**config.mk**
```make
export PLATFORM = sky130hd
export DESIGN_NAME = phylc_top
export DESIGN_NICKNAME = d
export VERILOG_FILES = /design/src/verilog/phylc_pkg.sv /design/src/verilog/phylc_top.sv
export SDC_FILE = /design/constraint.sdc
export NUM_CORES = 1
export LEC_CHECK = 0
export BUFFER_PORTS_ARGS = -buffer_cell sky130_fd_sc_hd__buf_2
export CAP_MARGIN = 20
export CORE_UTILIZATION = 25
export DETAILED_ROUTE_END_ITERATION = 6
export MAX_ROUTING_LAYER = met4
export PLACE_DENSITY_LB_ADDON = 0.12
export RECOVER_POWER = 25
export SLEW_MARGIN = 20
export SYNTH_ARGS = -nofsm -noshare
export SYNTH_HDL_FRONTEND = slang
export SYNTH_SLANG_ARGS = --single-unit
```
**constraint.sdc**
```tcl
create_clock -name clk_i -period 1.61 [get_ports clk_i]
set_input_delay 0 -clock clk_i [delete_from_list [all_inputs] [get_ports clk_i]]
set_output_delay 0 -clock clk_i [all_outputs]
set_load 0.05 [all_outputs]
```
**src/verilog/phylc_pkg.sv**
```systemverilog
package phylc_pkg;

    // Register indices; byte address is four times the index
    localparam logic [5:0]  PHYLC_IDX_CTL_TWO   = 6'h0a;
    localparam logic [5:0]  PHYLC_IDX_CTL_THREE = 6'h0b;
    localparam logic [5:0]  PHYLC_IDX_STATUS    = 6'h0c;
    localparam logic [7:0]  PHYLC_ADR_CTL_TWO   = {PHYLC_IDX_CTL_TWO, 2'b00};
    localparam logic [7:0]  PHYLC_ADR_CTL_THREE = {PHYLC_IDX_CTL_THREE, 2'b00};
    localparam logic [7:0]  PHYLC_ADR_STATUS    = {PHYLC_IDX_STATUS, 2'b00};

    // Reset values
    localparam logic [15:0] PHYLC_CTL_TWO_RST   = 16'h0100;
    localparam logic [15:0] PHYLC_CTL_THREE_RST = 16'h1000;

    // link_control_two fields
    localparam int PHYLC_B_PD_FAST   = 6;
    localparam int PHYLC_B_EXT_FD    = 5;
    localparam int PHYLC_B_ENH_LED   = 4;
    localparam int PHYLC_B_ISOLATE   = 3;
    localparam int PHYLC_B_IDLE_ERR  = 2;
    localparam int PHYLC_B_ODD_DIS   = 1;
    localparam int PHYLC_B_RMII_RCLK = 0;

    // link_control_three fields
    localparam int PHYLC_B_EQ_BYP    = 12;
    localparam int PHYLC_B_DESC_DROP = 10;
    localparam int PHYLC_FLD_MSB     = 3;

    // Outputs toward the PHY datapath and the MAC side
    typedef struct packed {
        logic pd_fast;
        logic full_duplex;
        logic led_link;
        logic mii_isolate;
        logic rx_er_idle;
        logic tx_en;
        logic tx_er;
        logic rmii_rclk_sel;
        logic eq_err;
        logic link_drop;
    } phylc_ctl_s;

    typedef struct packed {
        logic [15:0] ctl_two;
        logic [15:0] ctl_three;
        logic        ack;
        logic [31:0] dat;
        logic        tx_en_d;
        logic        nib_odd;
        phylc_ctl_s  ctl;
    } phylc_state_s;

endpackage

```
**src/verilog/phylc_top.sv**
```systemverilog
// Functional notes
// Fast link-up bit shortens parallel-detect link-up; zero keeps normal detection.
// Fast link-up bit sets itself when fast or robust crossover is enabled.
// Extended duplex forces full duplex when partner is forced 100Base-TX.
// Without extended duplex, duplex follows the standard resolution result.
// Enhanced LED lights only for an established 100Base-TX full-duplex link.
// Enhanced LED suppresses transmit and receive activity blinking.
// Normal LED lights for any established link.
// Isolate bit blanks MII outputs on 100 half duplex or any 10 link.
// Idle receive symbol errors are reported only while the idle bit is set.
// Odd-nibble transmit error detection runs while its disable bit is zero.
// Odd nibble stretches transmit enable one cycle, flagged as transmit error.
// In RMII, receive clock bit picks RX_CLK or the reference clock.
// Equalizer bypass bit, set at reset, masks equalizer error indications.
// Descrambler drop bit drops the link on descrambler lock loss.
// Descrambler drop combines with the low four fast link down modes.
// Software writes reserved bits with defaults and ignores them on read.
`timescale 1ns/1ns
module phylc_top
    import phylc_pkg::*;
(
    input  wire logic        clk_i,              // 50 MHz system clock
    input  wire logic        sys_rst_i,          // Synchronous reset, active high
    input  wire logic        ce_i,               // Clock enable, freezes all state
    input  wire logic        wb_cyc_i,           // Wishbone cycle
    input  wire logic        wb_stb_i,           // Wishbone strobe
    input  wire logic        wb_we_i,            // Wishbone write enable
    input  wire logic [7:0]  wb_adr_i,           // Wishbone byte address
    input  wire logic [3:0]  wb_sel_i,           // Wishbone byte selects
    input  wire logic [31:0] wb_dat_i,           // Wishbone write data
    output logic      [31:0] wb_dat_o,           // Wishbone read data
    output logic             wb_ack_o,           // Wishbone acknowledge
    input  wire logic        mdix_fast_i,        // Fast crossover enabled
    input  wire logic        mdix_robust_i,      // Robust crossover enabled
    input  wire logic        link_up_i,          // Link established
    input  wire logic        link_100_i,         // Link runs 100Base-TX
    input  wire logic        ieee_full_i,        // Standard duplex resolution says full
    input  wire logic        local_an_i,         // Local side auto-negotiating
    input  wire logic        local_f100_i,       // Local side forced 100Base-TX
    input  wire logic        partner_f100_i,     // Partner detected as forced 100Base-TX
    input  wire logic        activity_i,         // Tx/rx activity blink request
    input  wire logic        idle_sym_err_i,     // Symbol error seen in idle
    input  wire logic        tx_tick_i,          // One pulse per transmit clock cycle
    input  wire logic        tx_en_i,            // Transmit enable from the MAC
    input  wire logic        tx_er_i,            // Transmit error from the MAC
    input  wire logic        rmii_mode_i,        // RMII interface selected
    input  wire logic        eq_err_i,           // Equalizer error indication
    input  wire logic        desc_loss_i,        // Descrambler lost lock
    input  wire logic [3:0]  fld_event_i,        // Other fast link down events
    output logic             pd_fast_o,          // Fast parallel-detect link-up
    output logic             full_duplex_o,      // Resolved duplex is full
    output logic             led_link_o,         // Link LED drive, high is lit
    output logic             mii_isolate_o,      // MII outputs isolated
    output logic             rx_er_idle_o,       // Idle symbol error report
    output logic             tx_en_o,            // Transmit enable to the coder
    output logic             tx_er_o,            // Transmit error to the coder
    output logic             rmii_rclk_sel_o,    // High: RXD timed to RX_CLK
    output logic             eq_err_o,           // Equalizer error passed on
    output logic             link_drop_o         // Fast link drop request
);
    import phylc_pkg::*;

    phylc_state_s st_r;
    phylc_state_s st_nxt;

    function automatic logic [15:0] merge16(input logic [15:0] old,
                                            input logic [31:0] wd,
                                            input logic [3:0]  sel);
        logic [15:0] res;
        res = old;
        if (sel[0]) begin
            res[7:0] = wd[7:0];
        end
        if (sel[1]) begin
            res[15:8] = wd[15:8];
        end
        return res;
    endfunction

    // Any enabled fast link down event; shared by the drop logic and its checks
    function automatic logic fld_hit(input logic [3:0] ev,
                                     input logic [3:0] en);
        return |(ev & en);
    endfunction

    logic req;
    logic fd_ext;
    logic fd;
    logic is100fd;
    logic odd_end;

    always_comb begin
        st_nxt  = st_r;
        // Ack high blocks a second take while the master still holds stb
        req     = wb_cyc_i & wb_stb_i & ~st_r.ack;
        st_nxt.ack = req;
        if (req) begin
            unique case (wb_adr_i)
                PHYLC_ADR_CTL_TWO: begin
                    st_nxt.dat = {16'h0000, st_r.ctl_two};
                end
                PHYLC_ADR_CTL_THREE: begin
                    st_nxt.dat = {16'h0000, st_r.ctl_three};
                end
                PHYLC_ADR_STATUS: begin
                    // Snapshot of the registered outputs, read only
                    st_nxt.dat = {22'h000000, st_r.ctl};
                end
                default: begin
                    st_nxt.dat = 32'h00000000;
                end
            endcase
            // Only byte lanes 0 and 1 carry register bits
            if (wb_we_i && wb_adr_i == PHYLC_ADR_CTL_TWO) begin
                st_nxt.ctl_two = merge16(st_r.ctl_two, wb_dat_i, wb_sel_i);
            end
            if (wb_we_i && wb_adr_i == PHYLC_ADR_CTL_THREE) begin
                st_nxt.ctl_three = merge16(st_r.ctl_three, wb_dat_i, wb_sel_i);
            end
        end
        // Hardware set wins over a software write of zero
        if (mdix_fast_i | mdix_robust_i) begin
            st_nxt.ctl_two[PHYLC_B_PD_FAST] = 1'b1;
        end
        st_nxt.ctl.pd_fast = st_r.ctl_two[PHYLC_B_PD_FAST];

        // Recomputed every cycle, so a partner change shows without latching
        fd_ext = st_r.ctl_two[PHYLC_B_EXT_FD] & (local_an_i | local_f100_i) & partner_f100_i;
        fd     = fd_ext | ieee_full_i;
        st_nxt.ctl.full_duplex = fd;

        is100fd = link_up_i & link_100_i & fd;
        if (st_r.ctl_two[PHYLC_B_ENH_LED]) begin
            st_nxt.ctl.led_link = is100fd;
        end else begin
            // Blink dims the LED only in normal mode
            st_nxt.ctl.led_link = link_up_i & ~activity_i;
        end

        st_nxt.ctl.mii_isolate = st_r.ctl_two[PHYLC_B_ISOLATE] & link_up_i
                                 & (~link_100_i | ~fd);
        st_nxt.ctl.rx_er_idle  = st_r.ctl_two[PHYLC_B_IDLE_ERR] & idle_sym_err_i;

        // Parity counts nibbles of the frame; an odd count at the falling
        // edge of enable means a dangling nibble that must be poisoned.
        odd_end = 1'b0;
        if (tx_tick_i) begin
            odd_end = st_r.tx_en_d & ~tx_en_i & st_r.nib_odd
                      & ~st_r.ctl_two[PHYLC_B_ODD_DIS];
            st_nxt.tx_en_d = tx_en_i;
            st_nxt.nib_odd = tx_en_i ? ~st_r.nib_odd : 1'b0;
            st_nxt.ctl.tx_en = tx_en_i | odd_end;
            st_nxt.ctl.tx_er = (tx_er_i & tx_en_i) | odd_end;
        end

        // Outside RMII the select stays low whatever the bit holds
        st_nxt.ctl.rmii_rclk_sel = rmii_mode_i & st_r.ctl_two[PHYLC_B_RMII_RCLK];
        // Bypass is set at reset, so equalizer noise stays masked until cleared
        st_nxt.ctl.eq_err = eq_err_i & ~st_r.ctl_three[PHYLC_B_EQ_BYP];
        st_nxt.ctl.link_drop = (desc_loss_i & st_r.ctl_three[PHYLC_B_DESC_DROP])
                             | fld_hit(fld_event_i, st_r.ctl_three[PHYLC_FLD_MSB:0]);
    end

    // Reset ignores the enable so a frozen block still comes up clean
    always_ff @(posedge clk_i) begin
        if (sys_rst_i) begin
            st_r           <= '0;
            st_r.ctl_two   <= PHYLC_CTL_TWO_RST;
            st_r.ctl_three <= PHYLC_CTL_THREE_RST;
        end else if (ce_i) begin
            st_r <= st_nxt;
        end
    end

    // Every output is a field of the registered state
    assign wb_dat_o        = st_r.dat;
    assign wb_ack_o        = st_r.ack;
    assign pd_fast_o       = st_r.ctl.pd_fast;
    assign full_duplex_o   = st_r.ctl.full_duplex;
    assign led_link_o      = st_r.ctl.led_link;
    assign mii_isolate_o   = st_r.ctl.mii_isolate;
    assign rx_er_idle_o    = st_r.ctl.rx_er_idle;
    assign tx_en_o         = st_r.ctl.tx_en;
    assign tx_er_o         = st_r.ctl.tx_er;
    assign rmii_rclk_sel_o = st_r.ctl.rmii_rclk_sel;
    assign eq_err_o        = st_r.ctl.eq_err;
    assign link_drop_o     = st_r.ctl.link_drop;
endmodule

```
# ---- Yosys cells after proc, flatten, opt, wreduce, memory -nomap -nowiden
# Cells that the tools add are included.
dict set report classes {
  n_eq_ne 3
  muxes 10
  n_bitwise 33
  reduce_logical 13
}
# cell count
set ops {}
lappend ops {{$pmux 16 s3} 1}
lappend ops {{$eq 8x6->1 const B} 3}
lappend ops {{$mux 23} 1}
lappend ops {{$reduce_and 4->1} 5}
lappend ops {{$and 1x1->1} 17}
lappend ops {{$mux 16} 1}
lappend ops {{$mux 8} 2}
lappend ops {{$mux 7} 2}
lappend ops {{$not 1->1} 8}
lappend ops {{$or 1x1->1} 7}
lappend ops {{$reduce_bool 2->1} 3}
lappend ops {{$and 4x4->4} 1}
lappend ops {{$reduce_and 2->1} 2}
lappend ops {{$reduce_or 4->1} 1}
lappend ops {{$mux 1} 3}
lappend ops {{$logic_and 1x1->1} 2}
dict set report word_totals {
  reg_bits 77
  inputBits 70
  output_inout_bits 43
  elab_cells 78
}

# ---- Longest topological paths before layout
dict set report logic_depth {
  word_depth 7
  depth_mapped 7
  depth_no_buf 4
}

# ---- Least setup slack after synthesis
# OpenSTA, ideal clock, no wires.
dict set report synth_timing {
  kind {flip-flop to flip-flop}
  startpoint {reg st_r, in the netlist wb_ack_o}
  endpoint {reg st_r, in the netlist st_nxt[9]}
  setup_ns 0.065
  arrival_ns 1.873
  required_time_ns 1.545
  setup_slack_ns -0.328
  path_stages_with_launch 5
  n_path_buf 0
  synth_period_minus_slack_ns 1.938
  cell_sequence {dfxtp_1 nand4b_2 nor4_4 mux2_4 nor2_1}
}
dict set report synth_via {
  elab_chain_len 4
}
# item line_no
set synth_rtl {}
lappend synth_rtl {{start, declared} phylc_top.sv:63} ;# phylc_state_s st_r;
lappend synth_rtl {{start signal, assigned} phylc_top.sv:171} ;# st_r <= st_nxt;
lappend synth_rtl {{$not 1->1} phylc_top.sv:95} ;# req = wb_cyc_i & wb_stb_i & ~st_r.ack;
lappend synth_rtl {{$and 1x1->1} phylc_top.sv:95}
lappend synth_rtl {{$reduce_bool 2->1 (no source line)} -}
lappend synth_rtl {{$reduce_and 4->1 (no source line)} -}
# Every way passes these cells.
# A chain may end at the register's enable or synchronous reset.

# ---- Final worst setup path
dict set report layout_timing {
  startpoint {reg st_r, in the netlist wb_ack_o}
  endpoint {reg st_r[75] (netlist bit)}
}
dict set report layout_via {
  elab_chain_len 3
}
# item line_no
set layout_rtl {}
lappend layout_rtl {{$not 1->1} phylc_top.sv:95}
lappend layout_rtl {{$and 1x1->1} phylc_top.sv:95}
lappend layout_rtl {{$reduce_and 4->1 (no source line)} -}
# Every way passes these cells.

==> key figures <==
Yosys
  – Yosys top cell by area: dfxtp_1
  – Cell Area, Synth: around 2800 um^2
  – Synth top cells by count: 61 x dfxtp_1, 44 x mux2i_1, 41 x nor2_1, 32 x buf_4, 28 x nand2_1
  – Synth top area share: 43.4%
  – Post-synth EDFFs: 0
  – Most instantiated library cell after synthesis: dfxtp_1
  – Seq/Total Area, Yosys: 43.4%
  – Yosys cell types: 38
  – Synth area leaders: dfxtp_1 43%, mux2i_1 16%, buf_4 8.5%, nor2_1 5.5%, nand2_1 3.7%
  – Post-Syn Area per Cell: 9.20 um^2
  – Ys Warns: 0
  – Top_reg_cell synth: dfxtp_1
  – Ys async rst share: 0%
  – Register bit total from synthesis: 61
  – Cells after Synth: 306

Placed design
  – Placed wire-length estimate: 5930 um
  – Routability cong.: 0.765
  – Placed cell count: 509
  – IO buf count: 78

CTS
  – Root Buffer: clkbuf_8
  – CTS tree: done
  – Clk_lat worst skew: 0.34 ns
  – Clock Pin Slew Worst Setup and Hold Paths: about 0.070 ns
  – Num CTS Buffers: 9
  – Clock Path Buffers: 2
  – # H-tree levels: 3
  – # clock sinks: 61
  – Post-CTS setup buffer count: 0

Worst setup path
  – Req. time, crit path: approximately 1.8 ns
  – Crit path launch type: register
  – R2R depth: 6
  – Critical-path cell list: nand4b_4, buf_12, nor4_4, buf_12, mux2i_1, nor2_1
  – Register-to-Register Setup Slack: roughly 0.055 ns
  – R2r endpoint: st_r[75]
  – Largest fanout on the critical path: 8
  – Most Frequent Cell on Critical Path: buf_12
  – Critical path class: reg -> reg
  – CP endpoint kind: register
  – CP max stage delay: 0.35 ns
  – Worst r2r src: wb_ack_o
  – Slowest cell on crit path: dfxtp_4
  – WP data arrival: 1.75 ns

Timing
  – Worst slew pin tran: 0.645 ns
  – RSZ-0062 raised after global routing: yes
  – Period utilization: between 90% and 100%
  – Crit path time final: 1.55 ns
  – Slew margin rel.: 56.8%
  – Endpoints failing setup: 0
  – Highest Clock Rate: 643 MHz
  – Final hold viol count: 0
  – Slew Limit Fails: 0
  – Fin Clk Skew: around 0.0096 ns
  – Setup TNS: 0 ns

Pwr
  – VDD IR max: roughly 0.33 mV
  – Tot Pwr: approximately 3.3 mW
  – PwrDens: 866 nW/um^2
  – Leak: 1.58 nW

GRT
  – First-pass GRT wire length: 12,400 um
  – Global-route usage over all layers: ~15%
  – Initial antenna violation count: 0
  – Remaining Overflow, GRT: 0
  – Largest net degree at the start of global routing: 42
  – Vias in the first global route: 2,304

Floorplanning
  – Initial Utilization: between 20% and 30%
  – Placeable Area: 10,900 um^2
  – IO Pins: roughly 110
  – Die height: approximately 110 um
  – Chip Width: ~110 um
  – # rows: 38
  – Die Area: ~12,000 um^2

Routing
  – Pre-Repair DR Iteration Count: 4
  – Per-cell routed wire length: 14.5 um
  – Detailed Route Iter0 Violations: 85
  – Via count: 2,397
  – Drt total wl: 7980 um
  – DRC Markers: 0
  – Final ANT Viol Nets: 0
  – Vias per cell: between 4 and 5

Hold path
  – Min-Delay Path Depth: 4
  – Hold path startpoint: activity_i
  – Hold Crit Class: in -> reg
  – Hold EP: led_link_o

Final layout
  – Area delta synth->final: 33.8%
  – ANT cells: 0
  – Nets: ~480
  – Fill count: 1,176
  – Final std cells w/o fill: 551
  – Share of cells above drive strength 1: 25.3%

Run status
  – Outcome: finished, final reports clean

Flow run
  – Max_cap viols: 0
[worst max-delay path, delay by kind of cell (launching register included)]
family	cells	cell delay, ns
and+or+nand+nor	3	0.53
DFF	1	0.35
buffers and inverters	2	0.35
muxes	1	0.18
[cells by family (layout without fill, tap and decap cells)]
logic type / Yosys count / in the layout / share of synthesized area, %
flip-flops: 61 / 61 / 43.4
AND/OR/NAND/NOR: 98 / 98 / 18.1
buffers and inverters: 50 / 140 / 11.0
multiplexers: 45 / 45 / 16.2
AO/OA/AOI/OAI: 51 / 51 / 11.2
other: 1 / 16 / 0.133
[cell type report]
cell class | instances | area [um^2] | share of cell area (%)
well taps | 140 | 175 | 4.65
inverters | 3 | 11.3 | 0.299
clock buffers | 11 | 141 | 3.75
multi-input cells | 210 | 1350 | 35.8
clock inverters | 5 | 50.0 | 1.33
flip-flops and latches | 61 | 1220 | 32.5
repair buffers | 121 | 815 | 21.6
[per-layer routing]
layer	global-route usage [%]	wire [um]
met5	-	0
met4	4.99	81
met3	3.74	397
met2	21.4	3480
met1	19.9	4020
[timing repair]
item                                   CTS  global route
hold buffers                            26             0
endpoints found under the hold margin   40             0
gates resized for setup                  0             3
setup endpoints to repair                0            18
[through the flow]
stage	setup WS, ns	utilization (%)	instance area [um^2]	hold slack, ns
floorplan	0.0116	-	2890	0.125
global placement	-0.0134	30.6	3330	0.244
detailed placement	-0.0214	30.6	3330	0.250
CTS	0.0409	34.7	3780	0.0130
global route	-0.0406	34.6	3770	0.0828
finish	0.0554	34.6	3770	0.0414
[flip-flops by register name, summed over array words and instances, names as in the netlist]
name,count
eq_err_o,1
full_duplex_o,1
led_link_o,1
link_drop_o,1
mii_isolate_o,1
pd_fast_o,1
rmii_rclk_sel_o,1
rx_er_idle_o,1
st_nxt,1
st_r,33
tx_en_o,1
tx_er_o,1
wb_ack_o,1
wb_dat_o,16
[power by group]
part,internal [mW],switching [mW]
sequential,1.52,0.0112
combinational,0.144,0.250
clock,0.747,0.588
total,2.41,0.849
[cell usage in the layout, fill, tap and decap left out, types with 14 or more instances in the layout]
master          n
buf_2          64
nor2_1         41
a21oi_1        16
dfxtp_1        60
nand2_1        28
mux2i_1        44
clkbuf_1       15
dlygate4sd3_1  26
o21ai_0        14
conb_1         16
[worst max-delay path by stage]
| stage | start | end | depth (start not counted) |
|---|---|---|---|
| final | wb_ack_o | st_r[75] | 6 |
| after global routing | wb_ack_o | st_r[49] | 6 |
| after CTS | wb_ack_o | st_r[69] | 6 |
| after detailed placement | wb_adr_i[1] | st_nxt[9] | 7 |
| after global placement | wb_adr_i[1] | st_nxt[9] | 7 |
| after floorplan | wb_ack_o | st_r[45] | 4 |
Note: power is estimated with default switching activity, not from simulation.
